[config.mk]
export PLATFORM = sky130hd
export DESIGN_NAME = cardbus_diag_regs
export DESIGN_NICKNAME = d
export VERILOG_FILES = /design/src/shared/cardbus_diag_pkg.sv /design/src/logic/cardbus_diag_regs.sv
export VERILOG_INCLUDE_DIRS = /design/src /design/src/shared
export SDC_FILE = /design/constraint.sdc
export NUM_CORES = 1
export LEC_CHECK = 0
export BUFFER_PORTS_ARGS = -buffer_cell sky130_fd_sc_hd__buf_2
export CAP_MARGIN = 20
export CORE_AREA = 2 2 97 99
export CTS_CLUSTER_SIZE = 16
export DETAILED_ROUTE_END_ITERATION = 8
export DIE_AREA = 0 0 99 101
export GPL_TIMING_DRIVEN = 0
export PLACE_DENSITY = 0.87
export SKIP_LAST_GASP = 1
export SYNTH_ARGS = -nofsm -noshare
export SYNTH_HDL_FRONTEND = slang
export SYNTH_SLANG_ARGS = --single-unit
[constraint.sdc]
create_clock -name core_clk_i -period 4.11 [get_ports core_clk_i]
set_input_delay 0.822 -clock core_clk_i [delete_from_list [all_inputs] [get_ports core_clk_i]]
set_output_delay 0.822 -clock core_clk_i [all_outputs]
set_load 0.01 [all_outputs]
[src/shared/cardbus_diag_cfg.svh]
// constants for the device control and diagnostic register bank
`ifndef CARDBUS_DIAG_CFG_SVH
`define CARDBUS_DIAG_CFG_SVH

// register indices; byte address is four times the index
`define DEV_CTRL_IDX 8'h92
`define DIAG_CTRL_IDX 8'h93
// address bit that selects function 1
`define FN_SEL_BIT 10
`define FN_ADDR_W 12

`define DEV_CTRL_RST 8'h66
`define DIAG_CTRL_RST 8'h60

// shared copy bits and per-function bits
`define DEV_GLOBAL_MASK 8'h4F
`define DEV_LOCAL_MASK 8'hA0
`define DIAG_GLOBAL_MASK 8'h9E
`define DIAG_LOCAL_MASK 8'h21
`define DIAG_FIXED_ONE 8'h40

// field positions
`define DEV_HOLD_BIT 7
`define DEV_LV_BIT 6
`define DEV_RSVD_BIT 4
`define DEV_MODE_LSB 1
`define DIAG_MASK_BIT 7
`define DIAG_ROUTE_BIT 5
`define DIAG_DTX_BIT 4
`define DIAG_RETRY_BIT 3
`define DIAG_CB_BIT 2
`define DIAG_HB_BIT 1
`define DIAG_ZV_BIT 0

// timing counts in clocks
`define RETRY_LAT_SHORT 7'h10
`define RETRY_LAT_LONG 7'h40
`define DISCARD_SHORT 16'h0400
`define DISCARD_LONG 16'h8000

`endif

[src/shared/cardbus_diag_pkg.sv]
// types for the device control and diagnostic register bank
`default_nettype none
package cardbus_diag_pkg;

	typedef struct packed {
		logic [11:0] paddr;
		logic psel;
		logic penable;
		logic pwrite;
		logic [31:0] pwdata;
		logic [3:0] pstrb;
	} apb_req_t;

	typedef struct packed {
		logic pready;
		logic [31:0] prdata;
		logic pslverr;
	} apb_rsp_t;

	typedef enum logic [1:0] {
		MODE_PARALLEL = 2'b00,
		MODE_RESERVED = 2'b01,
		MODE_SER_PAR = 2'b10,
		MODE_SERIAL = 2'b11
	} irq_mode_t;

endpackage
`default_nettype wire

[src/logic/cardbus_diag_regs.sv]
// device control and diagnostic register bank with apb access
// Behaviour
// [RQ1] socket power hold refuses removal in D3
// [RQ2] bit 6 forces reported 3-V capability
// [RQ3] bit 5 diagnostic bit resets to 1
// [RQ4] device control bit 4 reads 0
// [RQ5] software writes only 0 to bit 3
// [RQ6] two-bit field selects interrupt signalling mode
// [RQ7] software writes only 0 to bit 0
// [RQ8] only global reset restores these bits
// [RQ9] shared bits accessed only via function 0; function 1 writes are ignored but its reads return them
// [RQ10] software writes only zeros to diagnostic
// [RQ11] id mask bit makes id reads ones
// [RQ12] diagnostic bit 6 always reads 1
// [RQ13] routing bit picks card status change source
// [RQ14] diagnostic bit 4 disables delayed transactions
// [RQ15] diagnostic bit 3 extends retry latency
// [RQ16] bit 2 picks card side discard length
// [RQ17] bit 1 picks host side discard length
// [RQ18] bit 0 selects zoomed video model
// [RQ19] shared bits kept in one storage element
//
// Local design decision: the APB register port.
`timescale 1ns/1ps
`default_nettype none
`include "cardbus_diag_cfg.svh"

module cardbus_diag_regs
	import cardbus_diag_pkg::*;
(
	input wire logic core_clk_i, // 40 MHz clock
	input wire logic arst_n_i, // global reset, active low
	input wire apb_req_t apb_req_i, // apb request
	output apb_rsp_t apb_rsp_o, // apb answer
	input wire logic [1:0] sock_off_req_i, // power removal request
	input wire logic [1:0] fn_d3_i, // function in D3
	output logic [1:0] sock_off_ack_o, // removal granted
	input wire logic [31:0] id_true_i, // true vendor/device id
	output logic [63:0] id_read_o, // id as read per function
	input wire logic [1:0] exca_b4_i, // status change enable
	input wire logic [7:0] exca_irq_sel_i, // irq select nibbles
	output logic [1:0] status_change_pci_o, // status change to pci
	output logic [1:0] zv_new_model_o, // new zoomed video model
	output logic low_voltage_ok_o, // socket 3-V capable
	output logic irq_par_pci_o, // parallel pci interrupts
	output logic irq_par_intab_o, // parallel inta and intb
	output logic irq_serial_o, // serialized irq
	output logic irq_ser_pci_o, // serialized pci interrupts
	output logic delayed_txn_off_o, // delayed transactions off
	output logic [6:0] retry_latency_o, // retry latency clocks
	output logic [15:0] card_bus_discard_len_o, // card side timer
	output logic [15:0] host_bus_discard_len_o // host side timer
);

	////////////////////////////////////////////////////////////////
	// storage

	logic [7:0] glob_dev_r;
	logic [7:0] glob_diag_r;
	logic [7:0] fn_dev_r [2];
	logic [7:0] fn_diag_r [2];
	logic pready_r;
	logic [31:0] prdata_r;
	logic pslverr_r;

	////////////////////////////////////////////////////////////////
	// address decode

	localparam logic [9:0] DEV_ADDR = {`DEV_CTRL_IDX, 2'b00};
	localparam logic [9:0] DIAG_ADDR = {`DIAG_CTRL_IDX, 2'b00};

	logic fn_sel;
	logic dev_hit;
	logic diag_hit;
	logic access;
	logic wr_done;
	logic wr_lane;

	assign fn_sel = apb_req_i.paddr[`FN_SEL_BIT];
	assign dev_hit = apb_req_i.paddr[11] == 1'b0 &&
		apb_req_i.paddr[9:0] == DEV_ADDR;
	assign diag_hit = apb_req_i.paddr[11] == 1'b0 &&
		apb_req_i.paddr[9:0] == DIAG_ADDR;
	assign access = apb_req_i.psel && apb_req_i.penable;
	assign wr_done = access && pready_r && apb_req_i.pwrite;
	assign wr_lane = apb_req_i.pstrb[0];

	////////////////////////////////////////////////////////////////
	// shared bits: written only through function 0

	logic [7:0] wbyte;
	assign wbyte = apb_req_i.pwdata[7:0];

	always_ff @(posedge core_clk_i or negedge arst_n_i)
	begin
		if (!arst_n_i)
		begin
			glob_dev_r <= `DEV_CTRL_RST & `DEV_GLOBAL_MASK; // RQ8
			glob_diag_r <= `DIAG_CTRL_RST & `DIAG_GLOBAL_MASK; // RQ8
		end
		else if (wr_done && wr_lane && !fn_sel) // RQ9 RQ19
		begin
			if (dev_hit)
				glob_dev_r <= wbyte & `DEV_GLOBAL_MASK; // RQ4
			if (diag_hit)
				glob_diag_r <= wbyte & `DIAG_GLOBAL_MASK;
		end
	end

	////////////////////////////////////////////////////////////////
	// per-function bits and per-function outputs

	logic [7:0] rd_dev [2];
	logic [7:0] rd_diag [2];

	genvar g;
	generate
		for (g = 0; g < 2; g++)
		begin : g_fn
			logic mine;
			logic [3:0] nib;
			assign mine = fn_sel == 1'(g);
			assign nib = exca_irq_sel_i[4*g +: 4];

			always_ff @(posedge core_clk_i or negedge arst_n_i)
			begin
				if (!arst_n_i)
				begin
					fn_dev_r[g] <= `DEV_CTRL_RST & `DEV_LOCAL_MASK; // RQ3 RQ8
					fn_diag_r[g] <= `DIAG_CTRL_RST & `DIAG_LOCAL_MASK; // RQ8
				end
				else if (wr_done && wr_lane && mine)
				begin
					if (dev_hit)
						fn_dev_r[g] <= wbyte & `DEV_LOCAL_MASK;
					if (diag_hit)
						fn_diag_r[g] <= wbyte & `DIAG_LOCAL_MASK;
				end
			end

			assign rd_dev[g] = glob_dev_r | fn_dev_r[g]; // RQ19
			assign rd_diag[g] = glob_diag_r | fn_diag_r[g] |
				`DIAG_FIXED_ONE; // RQ12

			// removal refused while held and in D3
			assign sock_off_ack_o[g] = sock_off_req_i[g] &&
				!(fn_dev_r[g][`DEV_HOLD_BIT] && fn_d3_i[g]); // RQ1

			always_ff @(posedge core_clk_i or negedge arst_n_i)
			begin
				if (!arst_n_i)
				begin
					id_read_o[32*g +: 32] <= 32'h0000_0000;
					status_change_pci_o[g] <= 1'b0;
					zv_new_model_o[g] <= 1'b0;
				end
				else
				begin
					id_read_o[32*g +: 32] <= glob_diag_r[`DIAG_MASK_BIT] ?
						32'hFFFF_FFFF : id_true_i; // RQ11
					status_change_pci_o[g] <= fn_diag_r[g][`DIAG_ROUTE_BIT] ?
						(nib == 4'h0) : exca_b4_i[g]; // RQ13
					zv_new_model_o[g] <= !fn_diag_r[g][`DIAG_ZV_BIT]; // RQ18
				end
			end
		end
	endgenerate

	////////////////////////////////////////////////////////////////
	// shared outputs

	irq_mode_t irq_mode;
	assign irq_mode = irq_mode_t'(glob_dev_r[`DEV_MODE_LSB +: 2]);

	always_ff @(posedge core_clk_i or negedge arst_n_i)
	begin
		if (!arst_n_i)
		begin
			low_voltage_ok_o <= 1'b0;
			irq_par_pci_o <= 1'b0;
			irq_par_intab_o <= 1'b0;
			irq_serial_o <= 1'b0;
			irq_ser_pci_o <= 1'b0;
		end
		else
		begin
			low_voltage_ok_o <= glob_dev_r[`DEV_LV_BIT]; // RQ2
			irq_par_pci_o <= 1'b0;
			irq_par_intab_o <= 1'b0;
			irq_serial_o <= 1'b0;
			irq_ser_pci_o <= 1'b0;
			case (irq_mode) // RQ6
				MODE_SER_PAR:
				begin
					irq_serial_o <= 1'b1;
					irq_par_intab_o <= 1'b1;
				end
				MODE_SERIAL:
				begin
					irq_serial_o <= 1'b1;
					irq_ser_pci_o <= 1'b1;
				end
				default:
					irq_par_pci_o <= 1'b1;
			endcase
		end
	end

	always_ff @(posedge core_clk_i or negedge arst_n_i)
	begin
		if (!arst_n_i)
		begin
			delayed_txn_off_o <= 1'b0;
			retry_latency_o <= `RETRY_LAT_SHORT;
			card_bus_discard_len_o <= `DISCARD_LONG;
			host_bus_discard_len_o <= `DISCARD_LONG;
		end
		else
		begin
			delayed_txn_off_o <= glob_diag_r[`DIAG_DTX_BIT]; // RQ14
			retry_latency_o <= glob_diag_r[`DIAG_RETRY_BIT] ?
				`RETRY_LAT_LONG : `RETRY_LAT_SHORT; // RQ15
			card_bus_discard_len_o <= glob_diag_r[`DIAG_CB_BIT] ?
				`DISCARD_SHORT : `DISCARD_LONG; // RQ16
			host_bus_discard_len_o <= glob_diag_r[`DIAG_HB_BIT] ?
				`DISCARD_SHORT : `DISCARD_LONG; // RQ17
		end
	end

	////////////////////////////////////////////////////////////////
	// apb answer: one wait state, registered read data

	logic [7:0] rd_byte;
	always_comb
	begin
		rd_byte = 8'h00;
		if (dev_hit)
			rd_byte = rd_dev[fn_sel];
		else if (diag_hit)
			rd_byte = rd_diag[fn_sel];
	end

	always_ff @(posedge core_clk_i or negedge arst_n_i)
	begin
		if (!arst_n_i)
		begin
			pready_r <= 1'b0;
			prdata_r <= 32'h0000_0000;
			pslverr_r <= 1'b0;
		end
		else if (access && !pready_r)
		begin
			pready_r <= 1'b1;
			prdata_r <= {24'h00_0000, rd_byte};
			pslverr_r <= !(dev_hit || diag_hit);
		end
		else
		begin
			pready_r <= 1'b0;
			pslverr_r <= 1'b0;
		end
	end

	assign apb_rsp_o.pready = pready_r;
	assign apb_rsp_o.prdata = prdata_r;
	assign apb_rsp_o.pslverr = pslverr_r;

	////////////////////////////////////////////////////////////////
	// checks

	logic rd_first;
	assign rd_first = access && !pready_r && !apb_req_i.pwrite;

	property p_rsvd_zero;
		@(posedge core_clk_i) disable iff (!arst_n_i)
		rd_first && dev_hit |=> apb_rsp_o.pready && !apb_rsp_o.prdata[4];
	endproperty
	a_rsvd_zero: assert property (p_rsvd_zero) // RQ4
		else $error("device control bit 4 read nonzero");
	property p_fixed_one;
		@(posedge core_clk_i) disable iff (!arst_n_i)
		rd_first && diag_hit |=> apb_rsp_o.prdata[6];
	endproperty
	a_fixed_one: assert property (p_fixed_one) // RQ12
		else $error("diagnostic bit 6 read zero");
	property p_fn1_no_global;
		@(posedge core_clk_i) disable iff (!arst_n_i)
		wr_done && fn_sel |=> $stable(glob_dev_r) && $stable(glob_diag_r);
	endproperty
	a_fn1_no_global: assert property (p_fn1_no_global) // RQ9
		else $error("function 1 write changed shared bits");
	property p_shared_read;
		@(posedge core_clk_i) disable iff (!arst_n_i)
		rd_first && dev_hit |=> (apb_rsp_o.prdata[6] == glob_dev_r[`DEV_LV_BIT]);
	endproperty
	a_shared_read: assert property (p_shared_read) // RQ19
		else $error("shared bit read differs from single copy");
	property p_hold;
		@(posedge core_clk_i) disable iff (!arst_n_i)
		fn_dev_r[0][`DEV_HOLD_BIT] && fn_d3_i[0] |-> !sock_off_ack_o[0];
	endproperty
	a_hold: assert property (p_hold) // RQ1
		else $error("socket power removed while held in D3");
	property p_lv_force;
		@(posedge core_clk_i) disable iff (!arst_n_i)
		wr_done && wr_lane && !fn_sel && dev_hit |=> ##1
		low_voltage_ok_o == $past(wbyte[`DEV_LV_BIT], 2);
	endproperty
	a_lv_force: assert property (p_lv_force) // RQ2
		else $error("3-V capability does not follow write");
	property p_mode_serial;
		@(posedge core_clk_i) disable iff (!arst_n_i)
		irq_mode == MODE_SERIAL && $stable(irq_mode) |=>
		irq_serial_o && irq_ser_pci_o && !irq_par_pci_o && !irq_par_intab_o;
	endproperty
	a_mode_serial: assert property (p_mode_serial) // RQ6
		else $error("serial interrupt mode not decoded");
	property p_mode_par;
		@(posedge core_clk_i) disable iff (!arst_n_i)
		irq_mode == MODE_PARALLEL |=> irq_par_pci_o && !irq_serial_o;
	endproperty
	a_mode_par: assert property (p_mode_par) // RQ6
		else $error("parallel interrupt mode not decoded");
	property p_id_mask;
		@(posedge core_clk_i) disable iff (!arst_n_i)
		glob_diag_r[`DIAG_MASK_BIT] |=> id_read_o == 64'hFFFF_FFFF_FFFF_FFFF;
	endproperty
	a_id_mask: assert property (p_id_mask) // RQ11
		else $error("id not masked to all ones");
	property p_retry;
		@(posedge core_clk_i) disable iff (!arst_n_i)
		glob_diag_r[`DIAG_RETRY_BIT] |=> retry_latency_o == 7'h40;
	endproperty
	a_retry: assert property (p_retry) // RQ15
		else $error("retry latency not extended to 64");
	property p_discard;
		@(posedge core_clk_i) disable iff (!arst_n_i)
		!glob_diag_r[`DIAG_CB_BIT] && glob_diag_r[`DIAG_HB_BIT] |=>
		card_bus_discard_len_o == 16'h8000 && host_bus_discard_len_o == 16'h0400;
	endproperty
	a_discard: assert property (p_discard) // RQ16 RQ17
		else $error("discard timer length wrong");
	property p_status_route;
		@(posedge core_clk_i) disable iff (!arst_n_i)
		!fn_diag_r[0][`DIAG_ROUTE_BIT] |=>
		status_change_pci_o[0] == $past(exca_b4_i[0]);
	endproperty
	a_status_route: assert property (p_status_route) // RQ13
		else $error("status change routing wrong");
	property p_zv;
		@(posedge core_clk_i) disable iff (!arst_n_i)
		fn_diag_r[1][`DIAG_ZV_BIT] |=> !zv_new_model_o[1];
	endproperty
	a_zv: assert property (p_zv) // RQ18
		else $error("zoomed video model select wrong");
	property p_dtx;
		@(posedge core_clk_i) disable iff (!arst_n_i)
		$rose(glob_diag_r[`DIAG_DTX_BIT]) |=> delayed_txn_off_o;
	endproperty
	a_dtx: assert property (p_dtx) // RQ14
		else $error("delayed transactions not disabled");

	c_wr_fn0: cover property (@(posedge core_clk_i) wr_done && !fn_sel && dev_hit);
	c_wr_fn1: cover property (@(posedge core_clk_i) wr_done && fn_sel && diag_hit);
	c_unmapped: cover property (@(posedge core_clk_i) pready_r && pslverr_r);
	c_refuse: cover property (@(posedge core_clk_i) sock_off_req_i[0] && !sock_off_ack_o[0]);

endmodule // cardbus_diag_regs
`default_nettype wire

Yosys cells after proc, flatten, opt, wreduce, memory -nomap -nowiden

Cells that the tools add are included.
W data, S select, Z words.

Bitwise operators: 7
Mux-type cells: 20
Order comparisons: 1
Equal/unequal tests: 4
Reductions and logical operators: 31

Operator list:

| cell                   | count |
|---|---|
| $mux W8                | 8 |
| $mux W16               | 2 |
| $mux W32               | 1 |
| $eq A10 B10 Y1 const B | 2 |
| $or A7 B8 Y8           | 2 |
| $or A8 B6 Y8           | 2 |
| $logic_and A1 B1 Y1    | 14 |
| $reduce_and A2 Y1      | 6 |
| $logic_not A4 Y1       | 2 |
| $mux W1                | 8 |
| $logic_not A1 Y1       | 7 |
| $mux W7                | 1 |
| $eq A2 B2 Y1 const B   | 2 |
| $ge A2 B2 Y1 const B   | 1 |
| $not A1 Y1             | 2 |
| $not A1 Y2             | 1 |
| $reduce_or A2 Y1       | 1 |
| $logic_or A1 B1 Y1     | 1 |

Register bits after elaboration: 109
Logic and storage cells: 86
Input bits: 99

Depth between registers and ports, before layout

Depth in word-level cells: 6
Mapped depth: 5
Depth with buffers taken out: 4

Worst setup path before layout

No wires, ideal clock.

Kind: input to register
Start point: input port apb_req_i[50] (netlist bit)
End point: register fn_dev_r[15] (netlist bit)
Arrival time: 2166 ps
Setup time: 125 ps
Stages on the path: 5
Slack: 1819 ps
Path buffers: 1
Cell sequence: nor4b_2 -> nand4b_1 -> or4_1 -> buf_4 -> mux2_4

Word-level cells in the longest chain between the ends: 3

RTL lines:

| item                            | line                     | RTL |
|---|---|---|
| from (decl)                     | cardbus_diag_regs.sv:33  | `input wire apb_req_t apb_req_i,` |
| $not A1 Y1                      | cardbus_diag_regs.sv:80  | `assign dev_hit = apb_req_i.paddr[11] == 1'b0 &&` |
| $logic_and A1 B1 Y1             | cardbus_diag_regs.sv:80  |  |
| $reduce_and A2 Y1 (no line)     | -                        |  |
| to (signal, indexed assignment) | cardbus_diag_regs.sv:129 | `` fn_dev_r[g] <= `DEV_CTRL_RST & `DEV_LOCAL_MASK; `` |
| to (signal, indexed assignment) | cardbus_diag_regs.sv:135 | `` fn_dev_r[g] <= wbyte & `DEV_LOCAL_MASK; `` |
| to (decl)                       | cardbus_diag_regs.sv:60  | `logic [7:0] fn_dev_r [2];` |

Every way passes these cells.
A chain may end at the register's enable or synchronous reset.

Worst setup path after layout

Start point: input port apb_req_i[44] (netlist bit)
End point: register fn_diag_r[0] (netlist bit)

Word-level cells in the longest chain between the ends: 3

RTL lines:

| item                            | line                     | RTL |
|---|---|---|
| $eq A10 B10 Y1                  | cardbus_diag_regs.sv:83  | `apb_req_i.paddr[9:0] == DIAG_ADDR;` |
| $logic_and A1 B1 Y1             | cardbus_diag_regs.sv:82  | `assign diag_hit = apb_req_i.paddr[11] == 1'b0 &&` |
| $reduce_and A2 Y1 (no line)     | -                        |  |
| to (signal, indexed assignment) | cardbus_diag_regs.sv:130 | `` fn_diag_r[g] <= `DIAG_CTRL_RST & `DIAG_LOCAL_MASK; `` |
| to (signal, indexed assignment) | cardbus_diag_regs.sv:137 | `` fn_diag_r[g] <= wbyte & `DIAG_LOCAL_MASK; `` |
| to (decl)                       | cardbus_diag_regs.sv:61  | `logic [7:0] fn_diag_r [2];` |

Every way passes these cells.

==> parameters.txt <==
Parameter                              Value

Global routing
  Remaining global-route overflow ... 0
  Antenna violations before repair ... 0
  Largest net degree at the start of global routing ... 77
  Overall global routing resource usage ... 15.0%
  Wire length of the first global-routing pass ... 11500 um
  Via count of the first global-routing pass ... 2447

Logic synthesis
  Distinct cell type count after synthesis ... 30
  Syn Inst Count ... 285
  Cell accounting for the most synthesized area ... sky130_fd_sc_hd__dfrtp_1
  Mean area per synthesized cell ... 12.1 um^2
  Synth area leaders ... sky130_fd_sc_hd__dfrtp_1, sky130_fd_sc_hd__buf_4, sky130_fd_sc_hd__dfstp_2, sky130_fd_sc_hd__or2_2, sky130_fd_sc_hd__mux2_2
  Post-synthesis sequential area ratio ... 55.6%
  FF+latch count, synth ... 76
  Fraction of post-synthesis cell area in the top cell type by area ... 47.9%
  Number of synthesized flops with an enable pin ... 0
  Most instantiated flip-flop cell in the synthesis netlist ... sky130_fd_sc_hd__dfrtp_1
  Syn Std Cell Area ... 0.00344 mm^2
  Async S/R FF share, synth ... 100%
  Count of synthesis-stage warnings from yosys ... 0

Placement
  Total of buffers placed on input and output ports ... 162
  HPWL Detailed ... 6180 um
  Number of placed instances, taps included ... 614
  Placement Setup Slack ... 1500 ps
  Post-detailed-placement cell area ... 0.00461 mm^2
  RePlAce Congestion ... 0.722

Clock tree
  Clock tree from TritonCTS ... built
  Quantity of hold-fixing buffers added after cts ... 0
  Clk Tree Root Cell ... sky130_fd_sc_hd__clkbuf_8
  Clock latency at the later pin of the worst-skew pair ... 350 ps
  Post-CTS setup-driven buffer insertion count ... 0
  Number of gates given a new drive strength after cts ... 0
  H-tree lvl count ... 3
  Clock sink total ... 76
  Inserted Clock Buffers ... 9
  Clock tree buffer depth ... 2
  Clock slew at reported path FFs ... 90 ps

Timing
  Clock period minus worst slack ... 2220 ps
  Least-Margin Pin Slew ... 925 ps
  RSZ-0062 raised after global routing ... no
  Pins Over Slew Limit ... 0
  Fin crit share ... 54.0%
  Final Hold Violating Endpoints ... 0
  Worst setup margin ... 1890 ps
  Final clock skew ... 10.2 ps
  Maximum clock frequency ... 451 MHz
  Setup Total Neg Slack ... 0 ps
  Setup violators final ... 0
  Headroom to the max-slew limit ... 38.3%

Routing
  Routed vias ... 2545
  First-pass iteration count of the detailed router ... 4
  Routed Wire Length ... 7680 um
  Antenna-violating nets left ... 0
  Iteration-0 DRC Markers ... 64
  Routed wire per std cell ... 12.2 um
  Routed vias/inst ... 4.04
  Post-detailed-route DRC marker count ... 0

Worst setup path
  Type of the worst setup path ... in2reg
  CP Max Fanout ... 10
  Kind of capture point of the worst setup path ... flip-flop
  Worst setup path startpoint ... apb_req_i[44]
  Register-to-Register Setup Slack ... 2380 ps
  Endpoint of the lowest-slack register-to-register path ... glob_diag_r[7]$_DFFE_PN0P_
  Startpoint types ... input port
  CP arrival ... 2450 ps
  Depth of the worst register-to-register path ... 5
  Critical register-to-register path startpoint ... pready_r$_DFF_PN0_
  Critical path endpoint ... fn_diag_r[0]$_DFFE_PN0P_
  WP data required ... 4340 ps

Cells and area
  Final Net Count ... 613
  Commonest cells after routing, fill and taps aside ... sky130_fd_sc_hd__buf_2, sky130_fd_sc_hd__buf_4, sky130_fd_sc_hd__dfrtp_1
  Synth-to-layout area growth ... 39.7%
  Post-layout instance area ... 0.00481 mm^2
  Count of placed standard cells in the final layout, fillers left out ... 630
  Antenna fix cells ... 0
  Commonest non-fill, non-tap cell in the layout ... sky130_fd_sc_hd__buf_2
  Fraction of final layout cells with drive strength greater than 1 ... 64.5%

Floorplanning
  Core region area ... 0.00898 mm^2
  Die width ... 99 um
  Height of the die ... 101 um
  Count of standard-cell rows ... 35
  Die Footprint ... 0.0100 mm^2
  Number of ports placed on the die boundary ... 248
  Effective utilization at floorplan ... 38.4%

Power
  Worst IR Drop VDD ... 0.204 mV
  Leakage power ... 2.72 nW
  Pwr/cell area ... 328 mW/mm^2

Hold path
  Worst hold path type ... reg2reg

Status
  Status ... finished clean

Flow run
  Count of maximum capacitance violations ... 0
-- per-layer routing --
metal	up-vias	share of wire, %	GRT usage, %
met5	-	0	0
met4	0	1.3	6.85
met3	9	8.7	4.44
met2	120	54	27.3
met1	1187	36	16.0
li1	1229	-	-
-- flip-flops by register name, summed over array words and instances (netlist names), 2 cells and up --
signal                  count
fn_diag_r                   4
status_change_pci_o         2
retry_latency_o             2
fn_dev_r                    4
prdata_r                    8
id_read_o                  32
glob_diag_r                 5
glob_dev_r                  5
zv_new_model_o              2
card_bus_discard_len_o      2
host_bus_discard_len_o      2
-- worst max-delay path, stage by stage --
cell                       delay (ps)
sky130_fd_sc_hd__buf_2            100
sky130_fd_sc_hd__nor4b_2          250
sky130_fd_sc_hd__nand4b_1         220
sky130_fd_sc_hd__clkbuf_1         300
sky130_fd_sc_hd__nor3_1           370
sky130_fd_sc_hd__mux2_2           380
-- area by class of cell --
class / instances / area, um^2
clock inverters: 7 / 80.1
well taps: 111 / 139
clock buffers: 9 / 124
inverters: 8 / 30.0
repair buffers: 162 / 813
plain buffers: 101 / 724
flip-flops and latches: 76 / 1910
multi-input cells: 156 / 986
fillers: 808 / 4170
-- kinds of logic (layout without fill, tap and decap cells) --
group                  count (synthesis)  in the layout  synth area share [%]
buffers and inverters                109            287                  21.9
AO/OA/AOI/OAI                         13             13                  2.54
multiplexers                          25             25                  9.12
flip-flops                            76             76                  55.6
AND/OR/NAND/NOR                       61             61                  10.8
other                                  1             57                 0.109
-- synth_stat cells, types with 4 or more instances --
| cell | count |
|---|---|
| sky130_fd_sc_hd__nand2_1 | 10 |
| sky130_fd_sc_hd__dfrtp_1 | 66 |
| sky130_fd_sc_hd__or2_2 | 32 |
| sky130_fd_sc_hd__mux2i_1 | 4 |
| sky130_fd_sc_hd__buf_4 | 92 |
| sky130_fd_sc_hd__mux2_2 | 13 |
| sky130_fd_sc_hd__dfstp_2 | 10 |
| sky130_fd_sc_hd__clkbuf_1 | 8 |
| sky130_fd_sc_hd__mux2_4 | 7 |
| sky130_fd_sc_hd__o31ai_1 | 6 |
| sky130_fd_sc_hd__inv_1 | 8 |
-- power breakdown --
| part | internal, W | switching [W] | total, W |
|---|---|---|---|
| Combinational | 0.000117 | 0.000102 | 0.000219 |
| Sequential | 0.000766 | 0.00000887 | 0.000775 |
| Clock | 0.000289 | 0.000295 | 0.000584 |
| Total | 0.00117 | 0.000406 | 0.00158 |
-- through the flow --
stage | total power [W] | utilization [%] | hold slack, ps
after floorplan | 0.000918 | - | 369
after global routing | 0.00166 | 53.6 | 439
after detailed placement | 0.00101 | 51.3 | 393
final | 0.00158 | 53.6 | 422
after global placement | 0.00100 | 51.3 | 385
after CTS | 0.00160 | 53.6 | 427
-- worst min path at each step --
stage | start | end | slack [ps] | cells after the start
after floorplan | glob_diag_r[4]$_DFFE_PN0P_ | delayed_txn_off_o$_DFF_PN0_ | 370 | 0
after global placement | glob_diag_r[4]$_DFFE_PN0P_ | delayed_txn_off_o$_DFF_PN0_ | 380 | 0
after detailed placement | glob_diag_r[4]$_DFFE_PN0P_ | delayed_txn_off_o$_DFF_PN0_ | 390 | 0
after CTS | glob_diag_r[4]$_DFFE_PN0P_ | delayed_txn_off_o$_DFF_PN0_ | 430 | 0
after global routing | glob_dev_r[6]$_DFFE_PN1P_ | low_voltage_ok_o$_DFF_PN0_ | 440 | 0
final | glob_diag_r[4]$_DFFE_PN0P_ | delayed_txn_off_o$_DFF_PN0_ | 420 | 0
Power figures use the tool's default switching activity.
